File: src/cces_defs.vh
/*
 * constants for the condition / error status capture block:
 * register word offsets, bit positions, reset values, timeout figures.
 * assumes a 200 MHz system clock and word-addressed avalon-mm access.
 */
`ifndef CCES_DEFS_VH
`define CCES_DEFS_VH

// register word addresses (avalon address port, one 32-bit word each)
`define CCES_ADDR_COND      3'h0
`define CCES_ADDR_LEVEL     3'h1
`define CCES_ADDR_FAULT     3'h2
`define CCES_ADDR_FCLR      3'h3
`define CCES_ADDR_CHAN      3'h4
`define CCES_ADDR_IRQ_STAT  3'h5
`define CCES_ADDR_IRQ_MASK  3'h6
`define CCES_ADDR_TMO_CTRL  3'h7

// condition bits
`define CCES_C_FLAG   0
`define CCES_C_POS    1
`define CCES_C_NEG    2
`define CCES_C_ZERO   3
`define CCES_C_CARRY  4
`define CCES_C_HIGH   5
`define CCES_C_LOW    6
`define CCES_C_EQUAL  7

// fault bits
`define CCES_F_STORE  0
`define CCES_F_BUS    1
`define CCES_F_TMO4   2
`define CCES_F_FLOW   3
`define CCES_F_PCHK   4
`define CCES_F_TMO    5
`define CCES_F_CHAN   6
`define CCES_F_MAIN   7

// channel fault byte bit driven from here
`define CCES_CH_STEAL 6

// alu operation classes
`define CCES_OP_NONE  2'h0
`define CCES_OP_LOGIC 2'h1
`define CCES_OP_ADD   2'h2
`define CCES_OP_SUB   2'h3

// tmo control bits: 0 arm, 1 kick (restart)
`define CCES_T_ARM    0
`define CCES_T_KICK   1

`define CCES_BYTE_ZERO 8'h00
`define CCES_WORD_ZERO 32'h00000000

// timeouts in their own units, clock in MHz
`define CCES_CLK_MHZ     200
`define CCES_TMO3_SEC    3
`define CCES_TMO4_EXTRA  1
`define CCES_HZ_PER_MHZ  32'h000F4240

// sign position of the alu result
`define CCES_SIGN_BIT 15

`endif

File: src/cces_top.v
/*
 * condition flags, interrupt level capture and processor fault byte
 * for the control processor, with an avalon-mm slave and one irq.
 * assumes ALU result strobes and fault pulses come from logic on CLK;
 * level and halt inputs likewise. the channel gets a steal-fault level.
 */
// The Avalon-MM interface to the registers and the address map are this design's own decisions.
`timescale 1ns/1ps
`default_nettype none
`include "cces_defs.vh"

// Behaviour
// - condition flags change only on affecting operations
// - bit 0 flag written only by microcode
// - bit 1 set on positive ALU result
// - bit 2 set on negative ALU result
// - bit 3 set on zero ALU result
// - bit 4 carry out, or no borrow
// - bit 5 high on add/sub positive
// - bit 6 low on add/sub negative
// - bit 7 equal on any zero result
// - level byte captures running level at error
// - faults during steal set channel bit 6
// - fault bit 0 on ECC or storage parity
// - fault bit 1 on system bus parity
// - fault bit 2 after four-second time-out
// - fault bit 3 on data flow parity
// - fault bit 4 processor check sources
// - bit 5 meaning follows bits 6 and 7
// - bit 6 channel check, bit 7 main access
module cces_top #(
    parameter TMO3_CYCLES = `CCES_TMO3_SEC * `CCES_CLK_MHZ * `CCES_HZ_PER_MHZ,
    parameter TMO4_CYCLES = `CCES_TMO4_EXTRA * `CCES_CLK_MHZ * `CCES_HZ_PER_MHZ,
    parameter HWTMO_MS    = 8
)(
    input  wire        CLK,             // 200 MHz system clock
    input  wire        NRST,            // synchronous reset, active low
    input  wire [2:0]  AVS_ADDRESS,     // word address
    input  wire        AVS_READ,        // read request
    input  wire        AVS_WRITE,       // write request
    input  wire [31:0] AVS_WRITEDATA,   // write data
    input  wire [3:0]  AVS_BYTEENABLE,  // byte lanes
    output reg  [31:0] AVS_READDATA,    // read data, valid with waitrequest low
    output reg         AVS_WAITREQUEST, // high until the access is answered
    output reg         IRQ,             // level interrupt, unmasked status set
    input  wire        ALU_VALID,       // one-cycle: an affecting op completed
    input  wire [1:0]  ALU_OP,          // op class: none/logic/add/sub
    input  wire [15:0] ALU_RESULT,      // signed result
    input  wire        ALU_CARRY,       // raw carry out of the top position
    input  wire [2:0]  LEVEL_FIELD,     // running interrupt level, 0 = main
    input  wire        STEAL_ACTIVE,    // cycle steal transfer in progress
    input  wire        ECC_ERR,         // pulse: uncorrectable ECC
    input  wire        STORE_PAR_ERR,   // pulse: control storage parity
    input  wire        BUS_PAR_ERR,     // pulse: system bus parity
    input  wire        FLOW_PAR_ERR,    // pulse: internal data flow parity
    input  wire        CHAN_CHECK,      // pulse: channel check
    input  wire        MAIN_ACC_ERR,    // pulse: main processor access failed
    input  wire        HW_TMO_CHAN,     // pulse: 8 ms hardware tmo by channel
    input  wire        HW_TMO_MAIN,     // pulse: 8 ms hardware tmo by main
    input  wire        CHECK_HALT,      // pulse: check halt instruction
    output reg  [7:0]  FAULT_BYTE,      // processor fault byte
    output reg  [7:0]  COND_FLAGS,      // condition flags
    output reg         CHAN_STEAL_ERR   // sets channel fault byte bit 6
);
    localparam ST_IDLE = 2'b01;
    localparam ST_ANS  = 2'b10;

    reg [7:0]  cond_reg, cond_next;
    reg [7:0]  level_reg;
    reg [7:0]  fault_reg, fault_next;
    reg [7:0]  irq_stat_reg, irq_stat_next;
    reg [7:0]  irq_mask_reg;
    reg [1:0]  tmo_ctrl_reg;
    reg [31:0] tmo_cnt_reg;
    reg        tmo3_hit_reg;
    reg [1:0]  state_reg;
    reg        steal_err_reg;
    reg [31:0] rd_next;

    wire       wr_cycle = (state_reg == ST_IDLE) && AVS_WRITE;
    wire       rd_cycle = (state_reg == ST_IDLE) && AVS_READ;
    wire       lane0    = AVS_BYTEENABLE[0];
    wire [7:0] wbyte    = AVS_WRITEDATA[7:0];
    wire       any_err;
    wire       tmo3_evt;
    wire       tmo4_evt;
    wire [7:0] new_fault;

    // widen a byte into a read word with zero upper bits
    function [31:0] cces_word;
        input [7:0] b;
        begin
            cces_word = {24'h000000, b};
        end
    endfunction

    // register write strobe: idle slave, write, lane 0, matching word.
    // the answer cycle never decodes, so a held request writes once only
    // and a write-one-to-clear cannot be applied twice
    function cces_wr_hit;
        input [2:0] a;
        begin
            cces_wr_hit = wr_cycle && lane0 && (AVS_ADDRESS == a);
        end
    endfunction

    // zero test of an alu result, shared by the zero and equal flags;
    // both bits report the same condition, one as a result class and
    // one as an operand comparison
    function cces_is_zero;
        input [15:0] v;
        begin
            cces_is_zero = ~|v;
        end
    endfunction

    // strictly positive: sign clear and not zero, shared by positive and high
    function cces_is_pos;
        input [15:0] v;
        begin
            cces_is_pos = !v[`CCES_SIGN_BIT] && (|v);
        end
    endfunction

    // microcode loop watchdog: 3 s then 1 s more, restarted by kick.
    // a kick in the same cycle as the expiry wins, so software that is
    // still alive at the last moment is never reported as looping
    wire tmo_armed = tmo_ctrl_reg[`CCES_T_ARM];
    wire tmo_kick  = cces_wr_hit(`CCES_ADDR_TMO_CTRL) && wbyte[`CCES_T_KICK];
    assign tmo3_evt = tmo_armed && !tmo3_hit_reg && !tmo_kick
                      && (tmo_cnt_reg == TMO3_CYCLES - 1);
    assign tmo4_evt = tmo_armed && tmo3_hit_reg && !tmo_kick
                      && (tmo_cnt_reg == TMO4_CYCLES - 1);
    always @(posedge CLK)
    begin
        if (!NRST)
        begin
            tmo_cnt_reg  <= `CCES_WORD_ZERO;
            tmo3_hit_reg <= 1'b0;
        end
        else if (!tmo_armed || tmo_kick)
        begin
            tmo_cnt_reg  <= `CCES_WORD_ZERO;
            tmo3_hit_reg <= 1'b0;
        end
        else if (tmo3_evt || tmo4_evt)
        begin
            tmo_cnt_reg  <= `CCES_WORD_ZERO;
            tmo3_hit_reg <= 1'b1; // stays armed for the extra second
        end
        else
        begin
            tmo_cnt_reg <= tmo_cnt_reg + 32'h00000001;
        end
    end

    // gather this cycle's fault events into a byte
    assign new_fault[`CCES_F_STORE] = ECC_ERR | STORE_PAR_ERR;
    assign new_fault[`CCES_F_BUS]   = BUS_PAR_ERR;
    assign new_fault[`CCES_F_TMO4]  = tmo4_evt;
    assign new_fault[`CCES_F_FLOW]  = FLOW_PAR_ERR;
    assign new_fault[`CCES_F_CHAN]  = CHAN_CHECK | HW_TMO_CHAN;
    assign new_fault[`CCES_F_MAIN]  = MAIN_ACC_ERR | HW_TMO_MAIN;
    // bit 5 is the 3 s tmo alone, or the 8 ms tmo with bit 6 or 7 naming the unit
    assign new_fault[`CCES_F_TMO]   = tmo3_evt | HW_TMO_CHAN | HW_TMO_MAIN;
    // processor-side errors; any of them is also a processor check
    wire proc_err = ECC_ERR | STORE_PAR_ERR | BUS_PAR_ERR | FLOW_PAR_ERR
                    | MAIN_ACC_ERR;
    // channel-side errors; the hardware time-outs report through bit 5
    wire chan_err = CHAN_CHECK;
    assign new_fault[`CCES_F_PCHK]  = proc_err | chan_err | tmo4_evt
                                      | CHECK_HALT;
    assign any_err = |new_fault;

    // fault byte: sticky, write-one-to-clear via the clear word; set wins
    always @*
    begin
        fault_next = fault_reg;
        if (cces_wr_hit(`CCES_ADDR_FCLR))
        begin
            fault_next = fault_next & ~wbyte;
        end
        fault_next = fault_next | new_fault;
    end

    // only real operations touch the flags; a none-class strobe is ignored
    wire alu_hit    = ALU_VALID && (ALU_OP != `CCES_OP_NONE);
    wire alu_addsub = (ALU_OP == `CCES_OP_ADD) || (ALU_OP == `CCES_OP_SUB);

    // condition flags: alu strobe updates bits 1..7, software owns bit 0
    always @*
    begin
        cond_next = cond_reg;
        if (cces_wr_hit(`CCES_ADDR_COND))
        begin
            cond_next[`CCES_C_FLAG] = wbyte[`CCES_C_FLAG];
        end
        if (alu_hit)
        begin
            cond_next[`CCES_C_POS]   = cces_is_pos(ALU_RESULT);
            cond_next[`CCES_C_NEG]   = ALU_RESULT[`CCES_SIGN_BIT];
            cond_next[`CCES_C_ZERO]  = cces_is_zero(ALU_RESULT);
            cond_next[`CCES_C_EQUAL] = cces_is_zero(ALU_RESULT);
            // subtract carry means no borrow, same carry polarity as add
            cond_next[`CCES_C_CARRY] = alu_addsub && ALU_CARRY;
            cond_next[`CCES_C_HIGH]  = alu_addsub && cces_is_pos(ALU_RESULT);
            cond_next[`CCES_C_LOW]   = alu_addsub && ALU_RESULT[`CCES_SIGN_BIT];
        end
    end

    // interrupt status: sticky per fault bit, cleared by reading it
    always @*
    begin
        irq_stat_next = irq_stat_reg;
        if (rd_cycle && (AVS_ADDRESS == `CCES_ADDR_IRQ_STAT))
        begin
            irq_stat_next = `CCES_BYTE_ZERO;
        end
        irq_stat_next = irq_stat_next | new_fault; // event in same cycle survives
    end

    // cond, fault and irq status share one reset and load every cycle
    always @(posedge CLK)
    begin
        if (!NRST)
        begin
            cond_reg     <= `CCES_BYTE_ZERO;
            fault_reg    <= `CCES_BYTE_ZERO;
            irq_stat_reg <= `CCES_BYTE_ZERO;
        end
        else
        begin
            cond_reg     <= cond_next;
            fault_reg    <= fault_next;
            irq_stat_reg <= irq_stat_next;
        end
    end

    // level byte: the last error wins, so a burst logs the latest level
    always @(posedge CLK)
    begin
        if (!NRST)
        begin
            level_reg <= `CCES_BYTE_ZERO;
        end
        else if (any_err)
        begin
            level_reg <= {5'h00, LEVEL_FIELD};
        end
    end

    // channel bit 6 holds until the whole fault byte is clear; set wins
    always @(posedge CLK)
    begin
        if (!NRST)
        begin
            steal_err_reg <= 1'b0;
        end
        else if (any_err && STEAL_ACTIVE)
        begin
            steal_err_reg <= 1'b1;
        end
        else if (fault_next == `CCES_BYTE_ZERO)
        begin
            steal_err_reg <= 1'b0;
        end
    end

    // interrupt mask, same layout as the status byte
    always @(posedge CLK)
    begin
        if (!NRST)
        begin
            irq_mask_reg <= `CCES_BYTE_ZERO;
        end
        else if (cces_wr_hit(`CCES_ADDR_IRQ_MASK))
        begin
            irq_mask_reg <= wbyte;
        end
    end

    // watchdog control: only arm is stored, kick acts as a strobe
    always @(posedge CLK)
    begin
        if (!NRST)
        begin
            tmo_ctrl_reg <= 2'h0;
        end
        else if (cces_wr_hit(`CCES_ADDR_TMO_CTRL))
        begin
            tmo_ctrl_reg <= {1'b0, wbyte[`CCES_T_ARM]};
        end
    end

    // read mux, decoded from the live address; the handshake registers it
    // in the taking cycle, so a read never sees a half-updated byte.
    // unmapped words cannot occur: all eight addresses are in use; the clear word has no read case and reads zero
    always @*
    begin
        case (AVS_ADDRESS)
            `CCES_ADDR_COND:     rd_next = cces_word(cond_reg);
            `CCES_ADDR_LEVEL:    rd_next = cces_word(level_reg);
            `CCES_ADDR_FAULT:    rd_next = cces_word(fault_reg);
            `CCES_ADDR_CHAN:     rd_next = {31'h00000000, steal_err_reg};
            `CCES_ADDR_IRQ_STAT: rd_next = cces_word(irq_stat_reg);
            `CCES_ADDR_IRQ_MASK: rd_next = cces_word(irq_mask_reg);
            `CCES_ADDR_TMO_CTRL: rd_next = {30'h00000000, tmo3_hit_reg, tmo_ctrl_reg[0]};
            default:             rd_next = `CCES_WORD_ZERO;
        endcase
    end

    // bus handshake: take in idle, answer next cycle with waitrequest low.
    // one wait state keeps readdata registered, at the cost of throughput.
    always @(posedge CLK)
    begin
        if (!NRST)
        begin
            state_reg       <= ST_IDLE;
            AVS_WAITREQUEST <= 1'b1;
            AVS_READDATA    <= `CCES_WORD_ZERO;
        end
        else
        begin
            case (state_reg)
                ST_IDLE:
                begin
                    if (AVS_READ || AVS_WRITE)
                    begin
                        state_reg       <= ST_ANS;
                        AVS_WAITREQUEST <= 1'b0;
                        AVS_READDATA    <= AVS_READ ? rd_next : `CCES_WORD_ZERO;
                    end
                end
                ST_ANS:
                begin
                    state_reg       <= ST_IDLE;
                    AVS_WAITREQUEST <= 1'b1;
                end
                default:
                begin
                    state_reg       <= ST_IDLE;
                    AVS_WAITREQUEST <= 1'b1;
                end
            endcase
        end
    end

    // registered copies to outputs; every output leaves a flip-flop,
    // which costs a cycle of latency against the internal registers
    // but keeps the pin timing independent of the decode logic
    always @(posedge CLK)
    begin
        if (!NRST)
        begin
            IRQ            <= 1'b0;
            FAULT_BYTE     <= `CCES_BYTE_ZERO;
            COND_FLAGS     <= `CCES_BYTE_ZERO;
            CHAN_STEAL_ERR <= 1'b0;
        end
        else
        begin
            IRQ            <= |(irq_stat_reg & irq_mask_reg);
            FAULT_BYTE     <= fault_reg;
            COND_FLAGS     <= cond_reg;
            CHAN_STEAL_ERR <= steal_err_reg;
        end
    end
endmodule
`default_nettype wire

File: config.mk
export PLATFORM = sky130hd
export DESIGN_NAME = cces_top
export DESIGN_NICKNAME = d
export VERILOG_FILES = /design/src/cces_top.v
export VERILOG_INCLUDE_DIRS = /design/src /design/src/src
export SDC_FILE = /design/constraint.sdc
export NUM_CORES = 1
export LEC_CHECK = 0
export ABC_AREA = 1
export BUFFER_PORTS_ARGS = -buffer_cell sky130_fd_sc_hd__buf_2
export CAP_MARGIN = 25
export CORE_AREA = 2 2 113 115
export CTS_CLUSTER_DIAMETER = 120
export DETAILED_ROUTE_END_ITERATION = 10
export DIE_AREA = 0 0 115 117
export PLACE_DENSITY = 0.64
export REMOVE_ABC_BUFFERS = 1
export SLEW_MARGIN = 20
export SYNTH_ARGS = -nofsm -noshare
export SYNTH_HDL_FRONTEND = slang
export SYNTH_SLANG_ARGS = --single-unit
File: constraint.sdc
create_clock -name CLK -period 4.2 [get_ports CLK]
set_clock_uncertainty 0.15 [all_clocks]
set_input_delay 0.21 -clock CLK [delete_from_list [all_inputs] [get_ports CLK]]
set_output_delay 0.21 -clock CLK [all_outputs]
set_load 0.03 [all_outputs]
Word level (Yosys, flattened, before mapping)
Cells that the tools add are included.
- $add $sub $neg: 1
- equality and inequality tests: 12
- mux-type cells: 6
- bitwise gates (word level): 17
- reduce and logical (&&, ||, !) cells: 41
- operators with widths (operator ; count):
    $pmux W8 S7 ; 1
    $add A32 B1 Y32 const B ; 1
    $eq A32 B28 Y1 const B ; 1
    $eq A32 B30 Y1 const B ; 1
    $mux W32 ; 1
    $logic_and A1 B1 Y1 ; 21
    $and A8 B8 Y8 ; 2
    $mux W8 ; 2
    $or A8 B8 Y8 ; 2
    $reduce_or A16 Y1 ; 1
    $reduce_or A8 Y1 ; 2
    $eq A3 B3 Y1 const B ; 4
    $or A1 B1 Y1 ; 11
    $logic_not A8 Y1 ; 1
    $not A8 Y8 ; 1
    $eq A3 B2 Y1 const B ; 2
    $logic_not A1 Y1 ; 5
    $eq A2 B2 Y1 const B ; 2
    $logic_or A1 B1 Y1 ; 4
    $reduce_and A2 Y1 ; 2
    $reduce_bool A2 Y1 ; 2
    $eq A3 B1 Y1 const B ; 1
    $logic_not A3 Y1 ; 1
    $reduce_or A3 Y1 ; 1
    4 further kinds ; 5
- register bits: 123
- input port bits: 76
- output and inout bits: 51

Depth between registers and ports, before layout
Gate-level depths: netlist of run 1.
- word-level depth: 14
- gate-level depth with buffers: 13
- gate-level depth less buffers: 12

Least setup slack after synthesis of run 1
Ideal clock, no wire load.
- path kind: reg-to-reg
- start: register state_reg[0]
- end: register steal_err_reg
- arrival time: 1.562 ns
- required time: 3.938 ns
- setup slack: 2.376 ns
- stages on the path, launching flop included: 11
- path through: dfxtp_1 -> nand2_1 -> nor2_2 -> nand2_1 -> nand2_1 -> nand2_2 -> nand3_4 -> nand2_4 -> nor2_4 -> or2_1 -> nand2_1
- cells in the longest elaborated chain, start to end: 13
- elaborated cells between the ends (all ways): 22
- those cells by class: 1 x eq/ne; 2 x mux; 5 x bitwise; 14 x reduce/logical
- ends and longest elaborated chain (element ; line ; source):
    start, declared ; cces_top.v:76 ; reg [1:0] state_reg;
    start signal, assigned ; cces_top.v:318 ; state_reg <= ST_IDLE;
    start signal, assigned ; cces_top.v:329 ; state_reg <= ST_ANS;
    start signal, assigned ; cces_top.v:336 ; state_reg <= ST_IDLE;
    $eq A2 B1 Y1 * ; cces_top.v:80 ; wire wr_cycle = (state_reg == ST_IDLE) && AVS_WRITE;
    $logic_and A1 B1 Y1 * ; cces_top.v:80 ;
    $logic_and A1 B1 Y1 * ; cces_top.v:103 ; cces_wr_hit = wr_cycle && lane0 && (AVS_ADDRESS == a);
    $logic_and A1 B1 Y1 ; cces_top.v:103 ;
    $logic_and A1 B1 Y1 ; cces_top.v:129 ; wire tmo_kick = cces_wr_hit(`CCES_ADDR_TMO_CTRL) && wbyte[`CCES_T_KICK];
    $logic_not A1 Y1 ; cces_top.v:130, cces_top.v:132 ;
    $logic_and A1 B1 Y1, on equally long branches ; cces_top.v:132, cces_top.v:130 ;
    $logic_and A1 B1 Y1, on equally long branches ; cces_top.v:133, cces_top.v:131 ;
    $or A1 B1 Y1, on equally long branches ; cces_top.v:171, cces_top.v:165 ;
    $or A1 B1 Y1, on equally long branches ; cces_top.v:172, cces_top.v:165 ;
    $or A8 B8 Y8 / $reduce_or A8 Y1 (equally long branches) ; cces_top.v:183, cces_top.v:173 ;
    $logic_not A8 Y1 (no line) / $logic_and A1 B1 Y1 (equally long branches) ; - ;
    $reduce_bool A2 Y1 (no line) / $mux W1 (equally long branches) ; - ;
    end signal, assigned ; cces_top.v:257 ; steal_err_reg <= 1'b0;
    end signal, assigned ; cces_top.v:261 ; steal_err_reg <= 1'b1;
    end signal, assigned ; cces_top.v:265 ; steal_err_reg <= 1'b0;
    end, declared ; cces_top.v:77 ; reg steal_err_reg;
Mark *: on every way between the ends. The rest lies on a longest branch, timed or not.
A chain may end at the register's enable or synchronous reset.

Worst setup path in the final report of run 1
- start: register tmo_cnt_reg[0]
- end: register tmo_cnt_reg[19]
- cells in the longest elaborated chain, start to end: 4
- elaborated cells between the ends (all ways): 7
- those cells by class: 1 x add/sub; 2 x eq/ne; 4 x reduce/logical
- ends and longest elaborated chain (element ; line ; source):
    start, declared ; cces_top.v:74 ; reg [31:0] tmo_cnt_reg;
    start signal, assigned ; cces_top.v:138 ; tmo_cnt_reg <= `CCES_WORD_ZERO;
    start signal, assigned ; cces_top.v:143 ; tmo_cnt_reg <= `CCES_WORD_ZERO;
    start signal, assigned ; cces_top.v:148 ; tmo_cnt_reg <= `CCES_WORD_ZERO;
    parallel branches: the longest is 4 deep, another holds $add A32 B1 Y32 ; - ;
Several ways; the timed one is not identified.

==> out/results.txt, run 1 <==
outcome - finished, final reports clean
Crit Path Class - flip-flop to flip-flop
max cap viols - 0
Worst IR Drop VDD - 260 uV
delay-heaviest family, CP - simple AND/OR/NAND/NOR gates
Yosys cell types - 47
syn avg cell area - 6.97 sq um
Worst Path Required - 4.31 ns
CP max-delay cell - nand3_2
via/cell ratio - 4.80
residual DRC count - 0
antenna violations before repair - 0
post-CTS setup buffers - 0
CP max FO - 32
CORE AREA - 12300 sq um
period utilisation layout - 53.0%
largest net degree at the start of global routing - 38
1st-iter DRT viols - 289
Initial Utilization - 38.7%
die area - 13500 sq um
power density cells - 355 nW/um^2
final worst slack - 1.98 ns
Pleak - 2.44 nW
number of buffers added on ports - 75
post-CTS sizing - 0
register area share after synthesis - 40.3%
Overall Power - 1.98 mW
Finish-stage setup viols - 0
dpl cells - 896
Final Max Tran Viols - 0
die width - 115 um
Layout area overhead - 17.2%
# IOs - 127
routed wire length - 11800 um
hold_sp - CHAN_CHECK
Least-Margin Pin Slew - 0.857 ns
flip-flop count of the largest register after layout - 32
CTS tree - built
WL per Instance - 12.8 um
min Tclk post-route - 2.22 ns
clock-pin slew on the worst setup and hold paths - 0.07 ns
fin cells - 921
Data arrival, critical path - 2.33 ns
CTS Buffer Depth - 2
Achievable Freq - 449 MHz
#FFs+latches synth - 96
cts bufs inserted - 9
Synth Warn # - 0
Detailed Routing Iterations Pass 1 - 7
Worst setup EP type - flip-flop
worst path bufs/invs - 1
worst slack, placed - 1.76 ns
Reg2Reg Setup Slack - 1.98 ns
final core occ - 45.4%
all-layer global routing usage - 18.2%
Die H - 117 um
EDFF count, synth - 0
worst hold path type - primary input to flip-flop
fraction of layout cells with a size suffix above 1 - 17.1%
ANT cells - 0
RSZ-0062 raised after global routing - no
Max stage delay on crit path - 0.53 ns
# rows - 41
final hold slack - 0.0122 ns
gr ovfl total - 0
Synth Instances - 684
Worst R2R Start - tmo_cnt_reg[0]
synthesized area - 4770 sq um
CTS root buffer - clkbuf_16
relative slew slack - 42.4%
ys flop type - dfxtp_1
Crit. Startpoint - tmo_cnt_reg[0]
setup_tns - 0 ns
endpoints failing hold - 0
H-tree Lvls - 3
CTS sink cnt - 96
Post-DRT Antenna Nets - 0
DP Area - 5180 sq um
DR vias - 4425
hold_buf cts - 9
vias in the first global route - 4067
first-pass GRT wire length - 19100 um
Startpoint Class - flip-flop
final RePlAce weighted congestion - 0.895
Nets - 843
hpwl dp - 8920 um
CP Cell Sequence - ha_1 -> nand3_4 -> nor2_4 -> inv_2 -> nor2_8 -> nand2_1 -> nand3_2 -> nor3b_1
cell area after layout - 5590 sq um
Skew-Pair Late Insertion Delay - 0.36 ns
async set or reset register ratio after synthesis - 0%
## kinds of logic after synthesis
group                    after synthesis  synth area share [%]
adder cells (fa/ha/maj)                1                 0.262
AND/OR/NAND/NOR                      361                  35.5
XOR/XNOR                               5                 0.919
other                                  1                0.0787
flip-flops                            96                  40.3
AO/OA/AOI/OAI                         89                  10.4
buffers and inverters                131                  12.5
## area by class of cell
| class | count | area, sq um |
|---|---|---|
| clock buffer | 9 | 225 |
| timing repair buffer | 85 | 473 |
| inverter | 94 | 353 |
| sequential | 96 | 1920 |
| clock inverter | 7 | 83.8 |
| multi-input combinational | 480 | 2340 |
| tap | 150 | 188 |
| fill | 1264 | 6730 |
## synthesized netlist by cell type (3+ instances only)
cell | number | area share, %
nand2_1 | 160 | 13
dfxtp_1 | 96 | 40
inv_1 | 89 | 7.0
nor2_1 | 88 | 6.9
a21oi_1 | 45 | 4.7
nand3_1 | 27 | 2.8
buf_4 | 26 | 4.1
o21ai_0 | 26 | 2.7
nand4_1 | 17 | 2.2
nor3_1 | 17 | 1.8
nand2_2 | 7 | 0.92
clkbuf_1 | 6 | 0.47
nor2_2 | 6 | 0.79
o2111ai_1 | 5 | 0.92
or2_0 | 5 | 0.66
or2_2 | 5 | 0.66
buf_2 | 4 | 0.42
inv_2 | 4 | 0.31
nand3_2 | 4 | 0.84
nor3b_1 | 4 | 0.63
nor4_1 | 4 | 0.52
nand3b_1 | 3 | 0.47
nor2_4 | 3 | 0.71
xor2_1 | 3 | 0.55
## layout by cell type (no fill, tap or decap), types with 3 or more instances in the layout
master	netlist	final
clkbuf_16	0	9
inv_1	89	89
nor2_4	3	3
nor3_1	17	16
or2_0	5	5
or2_2	5	5
o2111ai_1	5	5
buf_2	4	75
nor2_2	6	6
nand3b_1	3	3
nor3_2	2	3
nand2_2	7	7
nor2_1	88	88
nor4_1	4	4
nor3b_1	4	4
nand4_1	17	17
dfxtp_1	96	96
a21oi_1	45	45
dlygate4sd3_1	0	9
conb_1	1	24
o21ai_0	26	26
nand3_2	4	4
inv_2	4	4
nand2_1	160	160
xor2_1	3	3
nand3_1	27	27
## worst paths after layout
| check | to | cells after the start |
|---|---|---|
| worst max register to register | tmo_cnt_reg[19] | 8 |
| worst min-delay path | fault_reg[6] | 3 |
| worst max-delay path | tmo_cnt_reg[19] | 8 |
| worst min register to register | FAULT_BYTE[3] | 2 |
## power breakdown
group,switching (mW),internal (mW)
sequential,0.0130,0.936
clock,0.385,0.474
combinational,0.122,0.0515
total,0.521,1.46
## per-layer routing
layer / global-route usage [%] / part of all wire (%) / vias up
li1: - / - / 2306
met1: 22.4 / 46 / 1992
met2: 31.2 / 47 / 115
met3: 5.10 / 5.2 / 12
met4: 5.14 / 1.1 / 0
met5: 0 / 0 / -
## worst reg2reg max path, stage by stage (launching register included)
cell and delay, ns:
dfxtp_1 0.34, ha_1 0.25, nand3_4 0.15, nor2_4 0.07, inv_2 0.11, nor2_8 0.05, nand2_1 0.09, nand3_2 0.53
nor3b_1 0.39
Power figures use the tool's default switching activity.
==> run 2: changes to the inputs <==
clock period = 2.26 ns   (was 4.2 ns; I/O delays follow)
==> out/results.txt, run 2 (same netlist as run 1, synthesis figures left out) <==
H-tree Lvls - 3 (unchanged)
fin cells - 947 (+2.8%)
hpwl dp - 8960 um (+0.46%)
worst hold path type - primary input to flip-flop
die width - 115 um (unchanged)
worst path bufs/invs - 2 (+1)
Nets - 869 (+3.1%)
Overall Power - 3.61 mW (+82%)
Pleak - 2.54 nW (+4.2%)
routed wire length - 12000 um (+1.5%)
worst slack, placed - 0.331 ns (-1.43 ns)
Worst path depth - 12 (+4)
outcome - finished, final reports clean
period utilisation layout - 86.9% (+34 points)
endpoints failing hold - 0 (unchanged)
ANT cells - 0 (unchanged)
Detailed Routing Iterations Pass 1 - 5 (-2)
setup_tns - 0 ns (unchanged)
residual DRC count - 0 (unchanged)
all-layer global routing usage - 18.4% (+0.23 points)
vias in the first global route - 4129 (+1.5%)
Crit Path Class - flip-flop to flip-flop
CTS tree - built
DR vias - 4522 (+2.2%)
cts bufs inserted - 9 (unchanged)
number of buffers added on ports - 75 (unchanged)
Die H - 117 um (unchanged)
most used cell, CP - nand2_1
Max stage delay on crit path - 0.40 ns (-0.13 ns)
# rows - 41 (unchanged)
commonest non-fill, non-tap cell in the layout - nand2_1
CP Cell Sequence - inv_1 -> nand2_1 -> nor2_2 -> nand2_1 -> inv_1 -> nand2_1 -> a21boi_1 -> nand3_1 -> nor2_1 -> nand2_1 -> nand2_1 -> nand2_1
clock-pin slew on the worst setup and hold paths - 0.07 ns (about the same)
most frequent cells in the layout - nand2_1 (160), dfxtp_1 (96), inv_1 (89)
CORE AREA - 12300 sq um (unchanged)
Least-Margin Pin Slew - 0.664 ns (-0.192 ns)
# IOs - 127 (unchanged)
RSZ-0062 raised after global routing - no
final RePlAce weighted congestion - 0.912 (+1.9%)
CTS Buffer Depth - 2 (unchanged)
die area - 13500 sq um (unchanged)
R2R depth - 12 (+4)
DP Area - 5220 sq um (+0.72%)
flip-flop count of the largest register after layout - 32 (unchanged)
via/cell ratio - 4.78 (-0.61%)
first-pass GRT wire length - 19400 um (+1.3%)
antenna violations before repair - 0 (unchanged)
Initial Utilization - 38.7% (unchanged)
dpl cells - 901 (+0.56%)
Cells on Worst Hold Path - 5 (+2)
hold_sp - HW_TMO_CHAN
Worst R2R Start - state_reg[1]
WL per Instance - 12.7 um (-1.2%)
max cap viols - 0 (unchanged)
Achievable Freq - 509 MHz (+13%)
Worst setup EP type - flip-flop
Finish-stage setup viols - 0 (unchanged)
CP max FO - 9 (-72%)
Startpoint Class - flip-flop
final core occ - 47.2% (+1.8 points)
Final Max Tran Viols - 0 (unchanged)
largest net degree at the start of global routing - 37 (-2.6%)
gr ovfl total - 0 (unchanged)
final hold slack - 0.0118 ns (-0.000439 ns)
CTS root buffer - clkbuf_16
power density cells - 621 nW/um^2 (+75%)
delay-heaviest family, CP - simple AND/OR/NAND/NOR gates
final worst slack - 0.295 ns (-1.68 ns)
Skew-Pair Late Insertion Delay - 0.36 ns (about the same)
Worst Path Required - 2.36 ns (-1.95 ns)
Data arrival, critical path - 2.06 ns (-0.27 ns)
relative slew slack - 55.4% (+13 points)
cell area after layout - 5810 sq um (+4.0%)
CP max-delay cell - nor2_2
1st-iter DRT viols - 374 (+29%)
Post-DRT Antenna Nets - 0 (unchanged)
Worst IR Drop VDD - 362 uV (+39%)
CTS sink cnt - 96 (unchanged)
Crit. Startpoint - state_reg[1]
min Tclk post-route - 1.96 ns (-0.260 ns)
Layout area overhead - 21.9%
fraction of layout cells with a size suffix above 1 - 17.2% (+0.069 points)
==> run 2: cell count changes in the layout (fill, tap and decap cells not counted), sizes merged <==
cell	delta
buf	+5
inv	+1
bufinv	-1
dlygate4sd3	+21
==> run 2: metal layers <==
layer | wire length, um | vias to the layer above | GRT usage, %
met5 | 0 | - | 0
met4 | 321 | 0 | 9.40
met3 | 715 | 24 | 4.07
met2 | 5590 | 143 | 30.4
met1 | 5370 | 1986 | 22.7
li1 | - | 2369 | -
==> run 2: layout make-up <==
type	count	area, sq um
sequential	96	1920
timing repair buffer	111	721
clock buffer	9	225
inverter	94	353
fill	1256	6500
clock inverter	7	60.1
multi-input combinational	480	2340
tap	150	188
==> run 2: worst paths after layout <==
| check | endpoint | slack (ns) |
|---|---|---|
| min reg2reg | FAULT_BYTE[7] | 0.29 |
| max reg2reg | steal_err_reg | 0.30 |
| min | irq_stat_reg[5] | 0.01 |
| max | steal_err_reg | 0.30 |
==> run 2: where the power goes <==
part / leakage [nW] / switching, mW / internal, mW
Sequential: 0.783 / 0.0249 / 1.74
Combinational: 1.62 / 0.234 / 0.121
Clock: 0.143 / 0.722 / 0.770
Total: 2.54 / 0.980 / 2.63
==> run 2: repair_timing <==
| action | 4_1_cts | 5_1_grt |
|---|---|---|
| setup buffers | 0 | 0 |
| endpoints found under the setup margin | 0 | 1 |
| endpoints found under the hold margin | 40 | 0 |
| resized for setup | 0 | 1 |
| hold buffers | 31 | 0 |
==> run 2: tightest hold or removal path: stages <==
cell and delay (ns):
buf_2 0.09, nor2_1 0.07, nand2_2 0.10, o21ai_0 0.07
inv_1 0.04
